## src/atr_regs.vh

```
// constants for the actuator telemetry holding-register block
// What this block does
// RL1: 32-bit powered-time counter at 0x000E/0x000F
// RL2: firmware revision selects hours or minutes unit
// RL3: open-time counter at 0x0010, counts at 100%
// RL4: closed-time counter at 0x0012, counts at 0%
// RL5: startup counter at 0x0014, one per startup
// RL6: pairs read in one request, one snapshot
// RL7: read-only 32-bit serial number at 0x0016
// RL8: scaled analog, 0-200 current, 0-50 voltage
// RL9: version word: whole high byte, fraction low
// RL10: fixed identification words at 0x0019, 0x001A
// RL11: sticky non-volatile fault history at 0x001C
// RL12: history low byte collects live fault flag bits 7:0
// RL13: reserved words 0x001D, 0x001E read zero
// RL14: only function 0x03 reaches these registers
// RL15: low byte faults block actuation; high status
// RL16: prescaler tick per unit drives time counters
`ifndef ATR_REGS_VH
`define ATR_REGS_VH
`define ATR_FUNC_RD_HOLD  8'h03
`define ATR_EXC_ILL_FUNC  8'h01
`define ATR_EXC_ILL_ADDR  8'h02
`define ATR_EXC_ILL_VAL   8'h03
`define ATR_QTY_MAX       8'h7D
`define ATR_A_POWERED_LO  16'h000E
`define ATR_A_POWERED_HI  16'h000F
`define ATR_A_OPEN_LO     16'h0010
`define ATR_A_OPEN_HI     16'h0011
`define ATR_A_CLOSED_LO   16'h0012
`define ATR_A_CLOSED_HI   16'h0013
`define ATR_A_START_LO    16'h0014
`define ATR_A_START_HI    16'h0015
`define ATR_A_SERIAL_LO   16'h0016
`define ATR_A_SERIAL_HI   16'h0017
`define ATR_A_ANALOG      16'h0018
`define ATR_A_PROJ_ID     16'h0019
`define ATR_A_DOC_ID      16'h001A
`define ATR_A_VERSION     16'h001B
`define ATR_A_FAULT_HIST  16'h001C
`define ATR_A_SPARE0      16'h001D
`define ATR_A_SPARE1      16'h001E
`define ATR_A_FIRST       16'h000E
`define ATR_A_LAST        16'h001E
`define ATR_ANA_MAX_CUR   16'h00C8
`define ATR_ANA_MAX_VOLT  16'h0032
`define ATR_FAULT_MSB     7
`define ATR_FAULT_LSB     0
`define ATR_CNT_RST       32'h00000000
`define ATR_HIST_RST      16'h0000
`define ATR_WORD_ZERO     16'h0000
`define ATR_CLK_HZ        10000000
`define ATR_MINUTE_S      60
`define ATR_HOUR_S        3600
`define ATR_REV_HOURS     8'h13
`endif

```

## src/atr_counter.v

```verilog
// loadable 32-bit event counter used for the elapsed-time and startup counts
`timescale 1ns/10ps
`include "atr_regs.vh"
module atr_counter #(
  parameter WIDTH = 32
) (
  input  wire             clk_in,      // system clock
  input  wire             resetn_in,   // async reset, active low
  input  wire             load_in,     // restore from non-volatile copy
  input  wire [WIDTH-1:0] load_val_in, // restored value
  input  wire             inc_in,      // advance by one
  output wire [WIDTH-1:0] count_out    // current count
);
  reg  [WIDTH-1:0] count_r;
  wire [WIDTH-1:0] base;
  wire [WIDTH-1:0] count_nxt;

  // an increment in the restore cycle is kept, not lost
  assign base      = load_in ? load_val_in : count_r;
  assign count_nxt = base + {{(WIDTH-1){1'b0}}, inc_in};
  assign count_out = count_r;

  always @(posedge clk_in or negedge resetn_in) begin
    if (!resetn_in) begin
      count_r <= `ATR_CNT_RST;
    end else begin
      count_r <= count_nxt;
    end
  end
endmodule // atr_counter

```

## src/atr_telemetry.v

```verilog
// read-only telemetry holding registers of the valve actuator
`timescale 1ns/10ps
`include "atr_regs.vh"
module atr_telemetry #(
  parameter [7:0]  FW_MAJOR    = 8'h04,   // whole part of firmware version
  parameter [7:0]  FW_MINOR    = 8'h21,   // fraction part of version
  parameter [15:0] PROJ_ID     = 16'h0A5A, // arbitrary value
  parameter [15:0] DOC_ID      = 16'h1C3C, // arbitrary value
  parameter [35:0] UNIT_CYCLES =
    (FW_MINOR == `ATR_REV_HOURS) ?
      (36'd`ATR_HOUR_S * 36'd`ATR_CLK_HZ) :
      (36'd`ATR_MINUTE_S * 36'd`ATR_CLK_HZ)
) (
  input  wire        clk_in,           // system clock, 10 MHz
  input  wire        resetn_in,        // async reset, active low
  input  wire        req_in,           // request pulse from frame decoder
  input  wire [7:0]  req_func_in,      // function code of request
  input  wire [15:0] req_addr_in,      // first register address
  input  wire [7:0]  req_qty_in,       // number of registers
  output wire        busy_out,         // request in progress
  output wire        word_valid_out,   // answer word available
  input  wire        word_ready_in,    // answer word taken
  output wire [15:0] word_data_out,    // answer word
  output wire        word_last_out,    // final word of answer
  output wire        exc_valid_out,    // exception answer pulse
  output wire [7:0]  exc_code_out,     // exception code
  input  wire        pos_open_in,      // valve at fully open
  input  wire        pos_closed_in,    // valve at fully closed
  input  wire        startup_done_in,  // startup completed pulse
  input  wire [15:0] analog_in,        // scaled analog sample
  input  wire        analog_current_in,// 1 current input, 0 voltage
  input  wire [31:0] serial_in,        // unit serial number
  input  wire [15:0] fault_live_in,    // live diagnostic flags
  input  wire        nv_load_in,       // restore pulse from storage
  input  wire [31:0] nv_powered_in,    // stored powered time
  input  wire [31:0] nv_open_in,       // stored open time
  input  wire [31:0] nv_closed_in,     // stored closed time
  input  wire [31:0] nv_startup_in,    // stored startup count
  input  wire [15:0] nv_fault_in,      // stored fault history
  output reg  [15:0] nv_fault_out,     // history to store
  output reg         nv_save_out,      // history changed pulse
  output wire [31:0] powered_out,      // live powered time
  output wire [31:0] open_out,         // live open time
  output wire [31:0] closed_out,       // live closed time
  output wire [31:0] startup_out,      // live startup count
  output reg         fault_block_out   // actuation blocked by fault
);
  localparam [1:0] ST_IDLE = 2'b00;
  localparam [1:0] ST_LOAD = 2'b01;
  localparam [1:0] ST_SEND = 2'b10;
  localparam [1:0] ST_EXC  = 2'b11;

  reg  [1:0]  state_r;
  reg  [1:0]  state_nxt;
  reg  [15:0] addr_r;
  reg  [7:0]  left_r;
  reg  [7:0]  exc_r;
  reg  [7:0]  exc_nxt;
  reg  [15:0] data_r;
  reg  [35:0] presc_r;
  reg         tick_r;
  reg  [15:0] hist_r;
  reg  [15:0] analog_r;
  reg  [31:0] snap_pow_r;
  reg  [31:0] snap_open_r;
  reg  [31:0] snap_closed_r;
  reg  [31:0] snap_start_r;
  reg  [31:0] snap_serial_r;
  reg  [15:0] snap_analog_r;
  reg  [15:0] snap_hist_r;
  reg  [15:0] word;
  reg  [15:0] ana_max;
  wire [15:0] sel_addr;
  wire [16:0] end_addr;
  wire        accept;
  wire        take;
  wire [15:0] hist_nxt;

  assign accept = (state_r == ST_IDLE) && req_in;
  assign take   = (state_r == ST_SEND) && word_ready_in;

  // unit prescaler; one tick per hour or minute by revision
  always @(posedge clk_in or negedge resetn_in) begin
    if (!resetn_in) begin
      presc_r <= 36'h000000000;
      tick_r  <= 1'b0;
    end else if (presc_r == UNIT_CYCLES - 36'h000000001) begin // [RL2] [RL16]
      presc_r <= 36'h000000000;
      tick_r  <= 1'b1;
    end else begin
      presc_r <= presc_r + 36'h000000001;
      tick_r  <= 1'b0;
    end
  end

  atr_counter #(.WIDTH(32)) u_powered (
    .clk_in      (clk_in),
    .resetn_in   (resetn_in),
    .load_in     (nv_load_in),
    .load_val_in (nv_powered_in),
    .inc_in      (tick_r),                 // [RL1] [RL16]
    .count_out   (powered_out)
  );

  atr_counter #(.WIDTH(32)) u_open (
    .clk_in      (clk_in),
    .resetn_in   (resetn_in),
    .load_in     (nv_load_in),
    .load_val_in (nv_open_in),
    .inc_in      (tick_r & pos_open_in),   // [RL3] [RL16]
    .count_out   (open_out)
  );

  atr_counter #(.WIDTH(32)) u_closed (
    .clk_in      (clk_in),
    .resetn_in   (resetn_in),
    .load_in     (nv_load_in),
    .load_val_in (nv_closed_in),
    .inc_in      (tick_r & pos_closed_in), // [RL4] [RL16]
    .count_out   (closed_out)
  );

  atr_counter #(.WIDTH(32)) u_startup (
    .clk_in      (clk_in),
    .resetn_in   (resetn_in),
    .load_in     (nv_load_in),
    .load_val_in (nv_startup_in),
    .inc_in      (startup_done_in),        // [RL5]
    .count_out   (startup_out)
  );

  // only the fault byte is sticky; status bits keep their live meaning
  assign hist_nxt = (nv_load_in ? nv_fault_in : hist_r) |
                    {8'h00, fault_live_in[`ATR_FAULT_MSB:`ATR_FAULT_LSB]};
                                                    // [RL11] [RL12]

  always @(posedge clk_in or negedge resetn_in) begin
    if (!resetn_in) begin
      hist_r          <= `ATR_HIST_RST;
      nv_fault_out    <= `ATR_HIST_RST;
      nv_save_out     <= 1'b0;
      fault_block_out <= 1'b0;
    end else begin
      hist_r          <= hist_nxt;                   // [RL11]
      nv_fault_out    <= hist_nxt;
      // a restore is not a change, so no write-back then
      nv_save_out     <= !nv_load_in && (hist_nxt != hist_r); // [RL11]
      fault_block_out <=
        |fault_live_in[`ATR_FAULT_MSB:`ATR_FAULT_LSB]; // [RL15]
    end
  end

  // analog value clamped to the span of the selected input type
  always @* begin
    ana_max = analog_current_in ? `ATR_ANA_MAX_CUR : `ATR_ANA_MAX_VOLT;
  end

  always @(posedge clk_in or negedge resetn_in) begin
    if (!resetn_in) begin
      analog_r <= `ATR_WORD_ZERO;
    end else if (analog_in > ana_max) begin
      analog_r <= ana_max;                           // [RL8]
    end else begin
      analog_r <= analog_in;                         // [RL8]
    end
  end

  // the whole map is frozen on acceptance, so both halves of a pair
  // and every word of one answer come from the same instant
  always @(posedge clk_in or negedge resetn_in) begin
    if (!resetn_in) begin
      snap_pow_r    <= `ATR_CNT_RST;
      snap_open_r   <= `ATR_CNT_RST;
      snap_closed_r <= `ATR_CNT_RST;
      snap_start_r  <= `ATR_CNT_RST;
      snap_serial_r <= `ATR_CNT_RST;
      snap_analog_r <= `ATR_WORD_ZERO;
      snap_hist_r   <= `ATR_HIST_RST;
    end else if (accept) begin                       // [RL6]
      snap_pow_r    <= powered_out;
      snap_open_r   <= open_out;
      snap_closed_r <= closed_out;
      snap_start_r  <= startup_out;
      snap_serial_r <= serial_in;                    // [RL7]
      snap_analog_r <= analog_r;
      snap_hist_r   <= hist_r;
    end
  end

  // the load cycle fetches the first word, sending fetches the next
  assign sel_addr = (state_r == ST_LOAD) ? addr_r : addr_r + 16'h0001;

  always @* begin
    case (sel_addr)
      `ATR_A_POWERED_LO: word = snap_pow_r[31:16];    // [RL1]
      `ATR_A_POWERED_HI: word = snap_pow_r[15:0];
      `ATR_A_OPEN_LO:    word = snap_open_r[31:16];   // [RL3]
      `ATR_A_OPEN_HI:    word = snap_open_r[15:0];
      `ATR_A_CLOSED_LO:  word = snap_closed_r[31:16]; // [RL4]
      `ATR_A_CLOSED_HI:  word = snap_closed_r[15:0];
      `ATR_A_START_LO:   word = snap_start_r[31:16];  // [RL5]
      `ATR_A_START_HI:   word = snap_start_r[15:0];
      `ATR_A_SERIAL_LO:  word = snap_serial_r[31:16]; // [RL7]
      `ATR_A_SERIAL_HI:  word = snap_serial_r[15:0];
      `ATR_A_ANALOG:     word = snap_analog_r;        // [RL8]
      `ATR_A_PROJ_ID:    word = PROJ_ID;              // [RL10]
      `ATR_A_DOC_ID:     word = DOC_ID;               // [RL10]
      `ATR_A_VERSION:    word = {FW_MAJOR, FW_MINOR}; // [RL9]
      `ATR_A_FAULT_HIST: word = snap_hist_r;          // [RL11] [RL12]
      `ATR_A_SPARE0:     word = `ATR_WORD_ZERO;       // [RL13]
      `ATR_A_SPARE1:     word = `ATR_WORD_ZERO;       // [RL13]
      default:           word = `ATR_WORD_ZERO;
    endcase
  end

  // last address of the request, one bit wider to catch wrap
  assign end_addr = {1'b0, req_addr_in} + {9'h000, req_qty_in} -
                    17'h00001;

  // request check: function first, then quantity, then range
  always @* begin
    exc_nxt = 8'h00;
    if (req_func_in != `ATR_FUNC_RD_HOLD) begin
      exc_nxt = `ATR_EXC_ILL_FUNC;                   // [RL14]
    end else if (req_qty_in == 8'h00 || req_qty_in > `ATR_QTY_MAX) begin
      exc_nxt = `ATR_EXC_ILL_VAL;
    end else if (req_addr_in < `ATR_A_FIRST ||
                 end_addr > {1'b0, `ATR_A_LAST}) begin
      exc_nxt = `ATR_EXC_ILL_ADDR;
    end
  end

  always @* begin
    state_nxt = state_r;
    case (state_r)
      ST_IDLE: begin
        if (req_in) begin
          state_nxt = (exc_nxt != 8'h00) ? ST_EXC : ST_LOAD;
        end
      end
      ST_LOAD: begin
        state_nxt = ST_SEND;
      end
      ST_SEND: begin
        if (word_ready_in && left_r == 8'h01) begin
          state_nxt = ST_IDLE;
        end
      end
      ST_EXC: begin
        state_nxt = ST_IDLE;
      end
      default: begin
        state_nxt = ST_IDLE;
      end
    endcase
  end

  always @(posedge clk_in or negedge resetn_in) begin
    if (!resetn_in) begin
      state_r <= ST_IDLE;
      addr_r  <= 16'h0000;
      left_r  <= 8'h00;
      exc_r   <= 8'h00;
      data_r  <= `ATR_WORD_ZERO;
    end else begin
      state_r <= state_nxt;
      if (accept) begin
        addr_r <= req_addr_in;
        left_r <= req_qty_in;
        exc_r  <= exc_nxt;
      end else if (state_r == ST_LOAD) begin
        data_r <= word;
      end else if (take) begin
        addr_r <= addr_r + 16'h0001;
        left_r <= left_r - 8'h01;
        data_r <= word;
      end
    end
  end

  assign busy_out       = (state_r != ST_IDLE);
  assign word_valid_out = (state_r == ST_SEND);
  assign word_data_out  = data_r;
  assign word_last_out  = (state_r == ST_SEND) && (left_r == 8'h01);
  assign exc_valid_out  = (state_r == ST_EXC);
  assign exc_code_out   = exc_r;
endmodule // atr_telemetry

```

## config.mk

```make
export PLATFORM = sky130hd
export DESIGN_NAME = atr_telemetry
export DESIGN_NICKNAME = d
export VERILOG_FILES = /design/src/atr_counter.v /design/src/atr_telemetry.v
export VERILOG_INCLUDE_DIRS = /design/src
export SDC_FILE = /design/constraint.sdc
export NUM_CORES = 1
export LEC_CHECK = 0
export ABC_AREA = 1
export BUFFER_PORTS_ARGS = -buffer_cell sky130_fd_sc_hd__buf_2
export CAP_MARGIN = 20
export CORE_UTILIZATION = 30
export CTS_CLUSTER_DIAMETER = 120
export DETAILED_ROUTE_END_ITERATION = 16
export PLACE_DENSITY = 0.47
export RECOVER_POWER = 25
export SYNTH_ARGS = -nofsm -noshare
export SYNTH_HDL_FRONTEND = slang
export SYNTH_SLANG_ARGS = --single-unit
```

## constraint.sdc

```tcl
create_clock -name clk_in -period 2.3 [get_ports clk_in]
set_input_delay 0.46 -clock clk_in [delete_from_list [all_inputs] [get_ports clk_in]]
set_output_delay 0.46 -clock clk_in [all_outputs]
set_load 0.005 [all_outputs]
```

Word level (Yosys, flattened, before mapping)
Cells that the tools add are included.
- bits of input ports: 249
- output and inout port bits: 174
- flip-flop bits (word level): 441
- word-level logic and storage cells: 108
- reduce and logical (&&, ||, !) cells: 18
- order comparisons: 4
- muxes and demuxes: 26
- add/sub/neg operators: 9
- bitwise logic cells: 4
- eq/ne operators: 25
- operators with widths (operator ; number):
    $pmux 16 s15 ; 1
    $eq 16x5->1 const B ; 13
    $add 32x1->32 ; 4
    $mux 16 ; 8
    $mux 32 ; 4
    $add 36x1->36 const B ; 1
    $eq 36x30->1 const B ; 1
    $mux 36 ; 1
    $eq 16x4->1 const B ; 2
    $mux 8 ; 4
    $add 16x8->17 ; 1
    $gt 17x5->1 const B ; 1
    $sub 17x1->17 const B ; 1
    $add 16x1->16 const B ; 1
    $gt 16x8->1 ; 1
    $lt 16x4->1 const B ; 1
    $ne 16x16->1 ; 1
    $or 16x8->16 ; 1
    $mux 2 ; 6
    $eq 8x1->1 const B ; 1
    $gt 8x7->1 const B ; 1
    $logic_not 8->1 ; 1
    $ne 8x2->1 const B ; 1
    $pmux 2 s4 ; 1
    16 further kinds ; 28

Depth between registers and ports, before layout
Gate-level depths: netlist of run 1.
- depth in word-level cells: 11
- mapped depth: 22
- depth with buffers taken out: 20

By module
From an unflattened synthesis of run 1, not the netlist that was laid out.
- cell total of the unflattened synthesis: 3659
- area, all modules: 25773.5 um2
- by module, submodules not included (module ; sequential area each (um2) ; instances ; cells each ; area an instance (um2)):
    atr_telemetry ; 7682.4 ; 1 ; 2279 ; 16895.0
    atr_counter ; 800.8 ; 4 ; 345 ; 2219.6

Least setup slack after synthesis of run 1
Ideal clock, no wire load.
- path kind: input -> register
- start point: input port nv_load_in
- end point: register u_powered.count_r[30] (netlist: u_powered.count_out[30])
- data arrival time: 3.503 ns
- slack: -1.333 ns
- setup time: 0.130 ns
- buffers on the path: 6
- cell stages on the path: 22
- data required time: 2.170 ns
- path through: buf_4 buf_4 buf_4 buf_2 buf_2 clkbuf_1 nand2_1 o21ai_0 ha_1 ha_1 inv_1 nor3_2 nand2_1 nor2_2 nand3_1 nor2_2 nand3_1 nor2_2 nand2_1 nor2_2 nand2_1 xor2_1
- cells in the longest elaborated chain, start to end: 2
- RTL lines (element ; RTL line ; text):
    start: declaration ; atr_telemetry.v:34 ; input wire nv_load_in,
    $mux 32 ; atr_counter.v:19 ; assign base = load_in ? load_val_in : count_r;
    $add 32x1->32 ; atr_counter.v:20 ; assign count_nxt = base + {{(WIDTH-1){1'b0}}, inc_in};
    named net u_powered.count_nxt[30] ; atr_counter.v:16 ; wire [WIDTH-1:0] count_nxt;
    end signal: assignment ; atr_counter.v:25 ; count_r <= `ATR_CNT_RST;
    end signal: assignment ; atr_counter.v:27 ; count_r <= count_nxt;
    end: declaration ; atr_counter.v:14 ; reg [WIDTH-1:0] count_r;
The timed path passes the listed nets, and every way through them passes these cells.
A chain may end at the register's enable or synchronous reset.

Worst setup path in the final report of run 1
- start point: register addr_r[1]
- end point: register data_r[6] (netlist: word_data_out[6])
- cells in the longest elaborated chain, start to end: 6
- elaborated cells on any way between the ends: 20
- classes of those cells: 1 x add/sub; 15 x eq/ne; 4 x mux
- RTL lines (element ; RTL line ; text):
    start: declaration ; atr_telemetry.v:55 ; reg [15:0] addr_r;
    start signal: assignment ; atr_telemetry.v:268 ; addr_r <= req_addr_in;
    start signal: assignment ; atr_telemetry.v:274 ; addr_r <= addr_r + 16'h0001;
    $add 16x1->16 ; atr_telemetry.v:191 ; assign sel_addr = (state_r == ST_LOAD) ? addr_r : addr_r + 16'h0001;
    $mux 16 * ; atr_telemetry.v:191 ;
    $eq 16x5->1 / $eq 16x4->1 (equally long branches) ; atr_telemetry.v:194 ; case (sel_addr)
    $pmux 16 s15 * ; atr_telemetry.v:194 ;
    $mux 16 ; atr_telemetry.v:273 ; end else if (take) begin
    $mux 16 * ; atr_telemetry.v:271 ; end else if (state_r == ST_LOAD) begin
    end signal: assignment ; atr_telemetry.v:264 ; data_r <= `ATR_WORD_ZERO;
    end signal: assignment ; atr_telemetry.v:272 ; data_r <= word;
    end signal: assignment ; atr_telemetry.v:276 ; data_r <= word;
    end: declaration ; atr_telemetry.v:59 ; reg [15:0] data_r;
Every way passes the cells marked *; elsewhere a longest branch is shown, timed or not. The select of a mux whose other input is x is not followed.

==> impl_metrics.toml, run 1 <==
[status]
outcome = "complete, but fails checks"
violations = "max-capacitance violations, max-slew violations, negative setup slack"

[sta]
rsz0062_at_grt = "yes"
holdWs_ns = 0.05362
finalHoldViolCount = 0
setup_viol = 44
period_minus_slack_ns = 2.608
worst_slack_ns = -0.3079
slew_violations = 50
period_share_pct = 113.4
max_freq_mhz = 383.4
clock_skew_ns = 0.02143
worstMarginPinSlew_ns = 1.643
relSlewSlack_pct = -9.524

[grt]
grt_max_degree = 89
gr-total-overflow = 0
grt_usage_pct = 22.30
grt_pass1_wl_um = 139000
antenna_found_initial = 12
grt_pass1_vias = 23180

[yosys]
syn_inst = 3052
async_flop_share_pct = 100.0
synth_top_family_by_area = "simple AND/OR/NAND/NOR gates"
synth_mux_area_share_pct = 2.716
ys_seq_area_share_pct = 45.43
avgSynthCellArea_um2 = 7.850
synth-seq-cells = 435
synth-edff-count = 0
synth_compound_area_share_pct = 6.350
synthTopCellsByArea = "dfrtp_1, nand2_1, nand3_1, inv_1, xor2_1"
synth_top_area_share_pct = 45.43
yosysUniqueCellTypes = 56
synthXorXnorAreaFrac_pct = 6.141
synthAdderAreaFrac_pct = 2.486
yosys_warnings = 0
synthSimpleGateAreaFrac_pct = 29.68
synth_top_cell_by_area = "dfrtp_1"
synth_area_mm2 = 0.02396
synth_top_flop_cell = "dfrtp_1"

[final_layout]
multi_input_area_mm2 = 0.01262
layout_common_cells = "nand2_1, buf_4, dfrtp_1"
layout-drive-gt1-share_pct = 34.03
final_area_mm2 = 0.03460
area_delta_synth_final_pct = 44.42
antenna_cells = 0
nets = 4268
final_common_cell = "nand2_1"
regArea_mm2 = 0.01089
instances_no_fill = 5061
nFillCells = 8028

[cts]
clock_latency_ns = 0.61
htree_levels = 2
cts_tree = "done"
cts.root.buffer_cell = "clkbuf_16"
cts_buffers = 53
cts.sinks = 435
path_clk_slew_ns = 0.06
clk_path_buf_depth = 3

[setup_path]
path_cells = "ha_4 > nand2_2 > nor2_4 > nand3_1 > nand2_2 > nand3_2 > o21ai_4 > nand2_2 > nor2_4 > buf_12 > buf_12 > o21ai_4 > nand2_2 > nor2_2 > a21oi_2 > buf_6 > clkbuf_16 > nand2_2 > nand2_1"
worst-path-buf-inv = 4
worstSetupPathType = "register to register"
slowest_delay_ns = 0.41
cp-start-kind = "register"
worstPathArrival_ns = 3.16
cpMaxStageDelayCell = "dfrtp_2"
critical_path.top_delay_family = "simple AND/OR/NAND/NOR gates"
crit_path_frequent_cell = "nand2_2"
crit_path_max_fanout = 7
crit_required_ns = 2.85
endpoint_kind = "register"

[detailed_routing]
via_count = 23300
drc = 0
ant_nets = 0
viasPerCell = 4.604
first_iter_violations = 1340
firstDrtPassIters = 5
wirelength_um = 91350
drt-wirelength-per-cell_um = 18.05

[placed_design]
dpl.cell_count = 4882
gp_congestion = 0.8802
hpwl_um = 70420
placed_area_mm2 = 0.03102
port_buffers = 408
place_ws_ns = -0.6040

[worst_hold_path]
hold_class = "primary input to register"

[job]
maxCapViolations = 1

[floorplan]
core_mm2 = 0.07900
die_h_um = 284.6
start_util_pct = 30.33
dieArea_mm2 = 0.08100
ioPinCount = 423
rows = 103
die_w_um = 284.6

[pwr]
power.total_w = 0.02935
p_leak_nw = 17.54
power_density_mw_per_mm2 = 848.3
ir_drop_v = 0.0006125
==> routing by layer <==
layer  GRT usage (%)  up-vias  routed length [um]
li1                -    11580                   -
met1           31.00    11070               42250
met2           35.63      504               42270
met3           3.596      127                4267
met4           6.223       14                2471
met5               0        -                  94
==> state kept, by name, summed over array words and instances, names as in the netlist, 2 cells and up <==
name and cells:
exc_code_out 2, snap_hist_r 16, u_open.count_out 32, state_r 2, word_data_out 16, snap_start_r 32
u_startup.count_out 32, snap_analog_r 16, hist_r 16, snap_open_r 32, snap_serial_r 32, snap_pow_r 32
snap_closed_r 32, left_r 8, u_closed.count_out 32, presc_r 36, u_powered.count_out 32, addr_r 16
analog_r 16
==> power by group <==
part           leakage, nW  total, W  switching [W]  internal (W)
Clock                0.899   0.00879        0.00348       0.00531
Sequential            5.33    0.0112        0.00149       0.00974
Combinational         11.3   0.00933        0.00533       0.00400
==> kinds of logic (layout without fill, tap and decap cells) <==
logic type      after synthesis  in the layout
simple gates               1648           1648
flops                       435            435
buf+inv                     418           1364
compound gates              270            270
xor+xnor                    168            168
mux                          65             65
fa+ha+maj                    47             47
other cells                   1             14
==> worst reg2reg max path, cell delays in order, from the launching register on <==
cell and delay (ns):
dfrtp_2 0.41, ha_4 0.18, nand2_2 0.07, nor2_4 0.15, nand3_1 0.12, nand2_2 0.08, nand3_2 0.08, o21ai_4 0.17
nand2_2 0.09, nor2_4 0.19, buf_12 0.17, buf_12 0.16, o21ai_4 0.08, nand2_2 0.07, nor2_2 0.04, a21oi_2 0.13
buf_6 0.14, clkbuf_16 0.14, nand2_2 0.05, nand2_1 0.05
==> per-stage QoR <==
stage	util [%]	setup TNS [ns]
global route	43.80	-16.12
floorplan	-	-41.57
detailed placement	39.26	-32.85
global placement	39.26	-30.93
finish	43.80	-6.362
CTS	42.81	-5.080
==> path summary, 6_finish.rpt <==
check | startpoint | endpoint | slack (ns) | cells past startpoint
worst min register to register | analog_r[9] | snap_analog_r[9] | 0.44 | 2
worst min-delay path | serial_in[28] | snap_serial_r[28] | 0.05 | 3
worst max register to register | addr_r[1] | word_data_out[6] | -0.31 | 19
min in group asynchronous | resetn_in | analog_r[11] | 0.83 | 2
worst max-delay path | addr_r[1] | word_data_out[6] | -0.31 | 19
max in group asynchronous | resetn_in | u_closed.count_out[18] | 0.20 | 3
==> Yosys cell counts, drive strengths merged, types with 2 or more instances <==
library cell	number
mux2i	65
and2	2
nand3	234
nor2	277
nor3b	8
nand3b	2
buf	58
a21oi	39
nand2	960
o21ai	190
nand4	38
xor2	109
o21a	4
xnor2	59
dfrtp	435
o211ai	6
nor4b	2
or2	43
nor3	57
clkinv	2
nor4	23
o21bai	3
ha	46
a21o	2
inv	307
a31oi	3
clkbuf	51
o221ai	18
==> area by class of cell <==
| type | count | area share (%) |
|---|---|---|
| Clock inverter | 20 | 0.8136 |
| Inverter | 309 | 3.446 |
| Tap cell | 1050 | 3.797 |
| Multi-Input combinational cell | 2212 | 36.48 |
| Sequential cell | 435 | 31.47 |
| Timing Repair inverter | 1 | 0.02170 |
| Clock buffer | 74 | 4.440 |
| Timing Repair Buffer | 960 | 19.53 |
==> repair_timing <==
action	in CTS	in global routing
hold buffers	1	0
setup buffers	54	33
cloned	3	2
resized for setup	131	168
pin swaps	49	90
hold endpoints to repair	35	0
endpoints found under the setup margin	59	74
Note: power is estimated with default switching activity, not from simulation.
==> run 2: changes to the inputs <==
- REMOVE_ABC_BUFFERS: default -> 1
==> impl_metrics.toml, run 2 (same netlist as run 1, synthesis figures left out) <==
[detailed_routing]
via_count = 23420
wl_met3_um = 4154
ant_nets = 0
top_layer = "met4"
drt-wirelength-per-cell_um = 17.87
wl_met2_um = 44070
drc = 0
wirelength_um = 90610
firstDrtPassIters = 5
wl_met1_um = 40910
viasPerCell = 4.618
first_iter_violations = 1404

[sta]
worst_slack_ns = -0.3819
period_minus_slack_ns = 2.682
relSlewSlack_pct = 27.67
period_share_pct = 116.6
clock_skew_ns = 0.01890
max_freq_mhz = 372.9
slew_violations = 0
finalHoldViolCount = 0
worstMarginPinSlew_ns = 1.085
finalSetupTns_ns = -6.239
setup_viol = 24
rsz0062_at_grt = "yes"

[cts]
htree_levels = 2
clock_latency_ns = 0.62
path_clk_slew_ns = 0.06
cts.root.buffer_cell = "clkbuf_16"
cts_tree = "done"
cts.sinks = 435
cts_buffers = 55
clk_path_buf_depth = 3

[status]
violations = "negative setup slack"
outcome = "complete, but fails checks"

[final_layout]
largest_register_ffs = 36
nFillCells = 8161
regArea_mm2 = 0.01089
area_delta_synth_final_pct = 43.99
nets = 4272
multi_input_area_mm2 = 0.01251
layout-drive-gt1-share_pct = 33.56
final_common_cell = "nand2_1"
layout_common_cells = "nand2_1, buf_4, dfrtp_1"
regMostFlops = "presc_r"

[pwr]
pwr-share-clk_pct = 30.5
seq_power_share_pct = 38.3
ir_drop_v = 0.0006036
power_density_mw_per_mm2 = 851.9
cellInternalPower_w = 0.01906
pwr-share-comb_pct = 31.2
switching_share_pct = 35.16
power.total_w = 0.02939
p_sw_w = 0.01033
p_leak_nw = 17.58

[floorplan]
die_w_um = 284.6
ioPinCount = 423
start_util_pct = 30.33
rows = 103
die_h_um = 284.6
dieArea_mm2 = 0.08100
core_mm2 = 0.07900

[grt]
grt_pass1_vias = 22490
grt_pass1_wl_um = 134000
gr-total-overflow = 0
grt_max_degree = 135
antenna_found_initial = 9
grt_usage_pct = 21.57

[placed_design]
port_buffers = 408
gp_congestion = 0.8782
hpwl_um = 70000

[setup_path]
r2r-start = "addr_r[1]"
worstPathArrival_ns = 3.24
crit_path_max_fanout = 36
worstSetupPathType = "register to register"
cp-startpoint = "addr_r[1]"
path_cells = "ha_4 > nand2_4 > nor2_4 > buf_6 > nand3_2 > nand2_2 > nand3_2 > o21ai_2 > nand2_2 > nor2_4 > buf_12 > buf_12 > buf_4 > nand3_1 > nand3_1 > nor2_1 > nand2_1 > nand2_1 > nand2_1"
crit_path_frequent_cell = "nand2_1"
cp-start-kind = "register"
crit_required_ns = 2.85
slowest_delay_ns = 0.41
endpoint_kind = "register"
cpMaxStageDelayCell = "dfrtp_1"

[worst_hold_path]
hold_class = "primary input to register"
min_from = "serial_in[4]"

[job]
maxCapViolations = 0
## run 2: changes by cell type in the layout (fill, tap and decap cells not counted), sizes merged
cell      previous run  this run
clkinv              14        11
clkbuf              85        97
buf                948       947
bufinv               6         5
clkinvlp             2         1
diode                0         4
## run 2: worst max-delay path: cells and delay by family (launching register included)
kind / cells / cell delay [ns]
AO/OA/AOI/OAI: 1 / 0.20
adder cells (fa/ha/maj): 1 / 0.19
buffers and inverters: 4 / 0.62
flip-flops: 1 / 0.41
AND/OR/NAND/NOR: 13 / 1.16
## run 2: stage by stage
stage	std cells	cell area, um2	worst slack [ns]	hold WS [ns]	utilization, %
floorplan	2956	23450	-10.24	0.1644	-
global placement	4881	30720	-0.7622	0.3923	38.88
detailed placement	4881	30720	-0.7869	0.3905	38.88
CTS	5025	33330	-0.3233	0.01913	42.19
global route	5069	34490	-0.5342	0.04960	43.66
finish	5071	34500	-0.3819	0.04700	43.67
## run 2: power by group through the flow
stage | Sequential (W) | Clock, W | Combinational, W
after floorplan | 0.0108 | 0 | 0.00454
after global placement | 0.0113 | 0 | 0.00833
after detailed placement | 0.0113 | 0 | 0.00841
after CTS | 0.0112 | 0.00920 | 0.00863
after global routing | 0.0115 | 0.00948 | 0.0103
final | 0.0113 | 0.00895 | 0.00917
## run 2: layer usage
layer | vias up | global-route usage (%)
met5 | - | 0
met2 | 520 | 36.27
met1 | 11200 | 29.72
met4 | 0 | 4.315
li1 | 11610 | -
met3 | 91 | 2.504
## run 2: repair_timing
action                     in CTS  in global routing
setup endpoints to repair      57                 93
hold buffers                    1                  0
gates cloned                    0                  4
setup buffers                  45                 41
hold endpoints to repair       29                  0
resized for setup              98                228
pin swaps                      42                123
## run 2: layout make-up
class	count	share of cell area, %
clock buffer	82	4.690
multi-input combinational	2212	36.27
clock inverter	16	0.7399
sequential	435	31.56
tap	1050	3.808
antenna	4	0.02901
inverter	309	3.420
timing repair buffer	963	19.48
## run 2: worst paths after layout
kind | cells past startpoint | to | slack [ns]
worst max-delay path | 19 | word_data_out[0] | -0.38
worst min-delay path | 3 | snap_serial_r[4] | 0.05
worst min register to register | 2 | snap_analog_r[11] | 0.44
max in group asynchronous | 3 | u_powered.count_out[21] | 0.21
min in group asynchronous | 2 | u_startup.count_out[0] | 0.60
worst max register to register | 19 | word_data_out[0] | -0.38
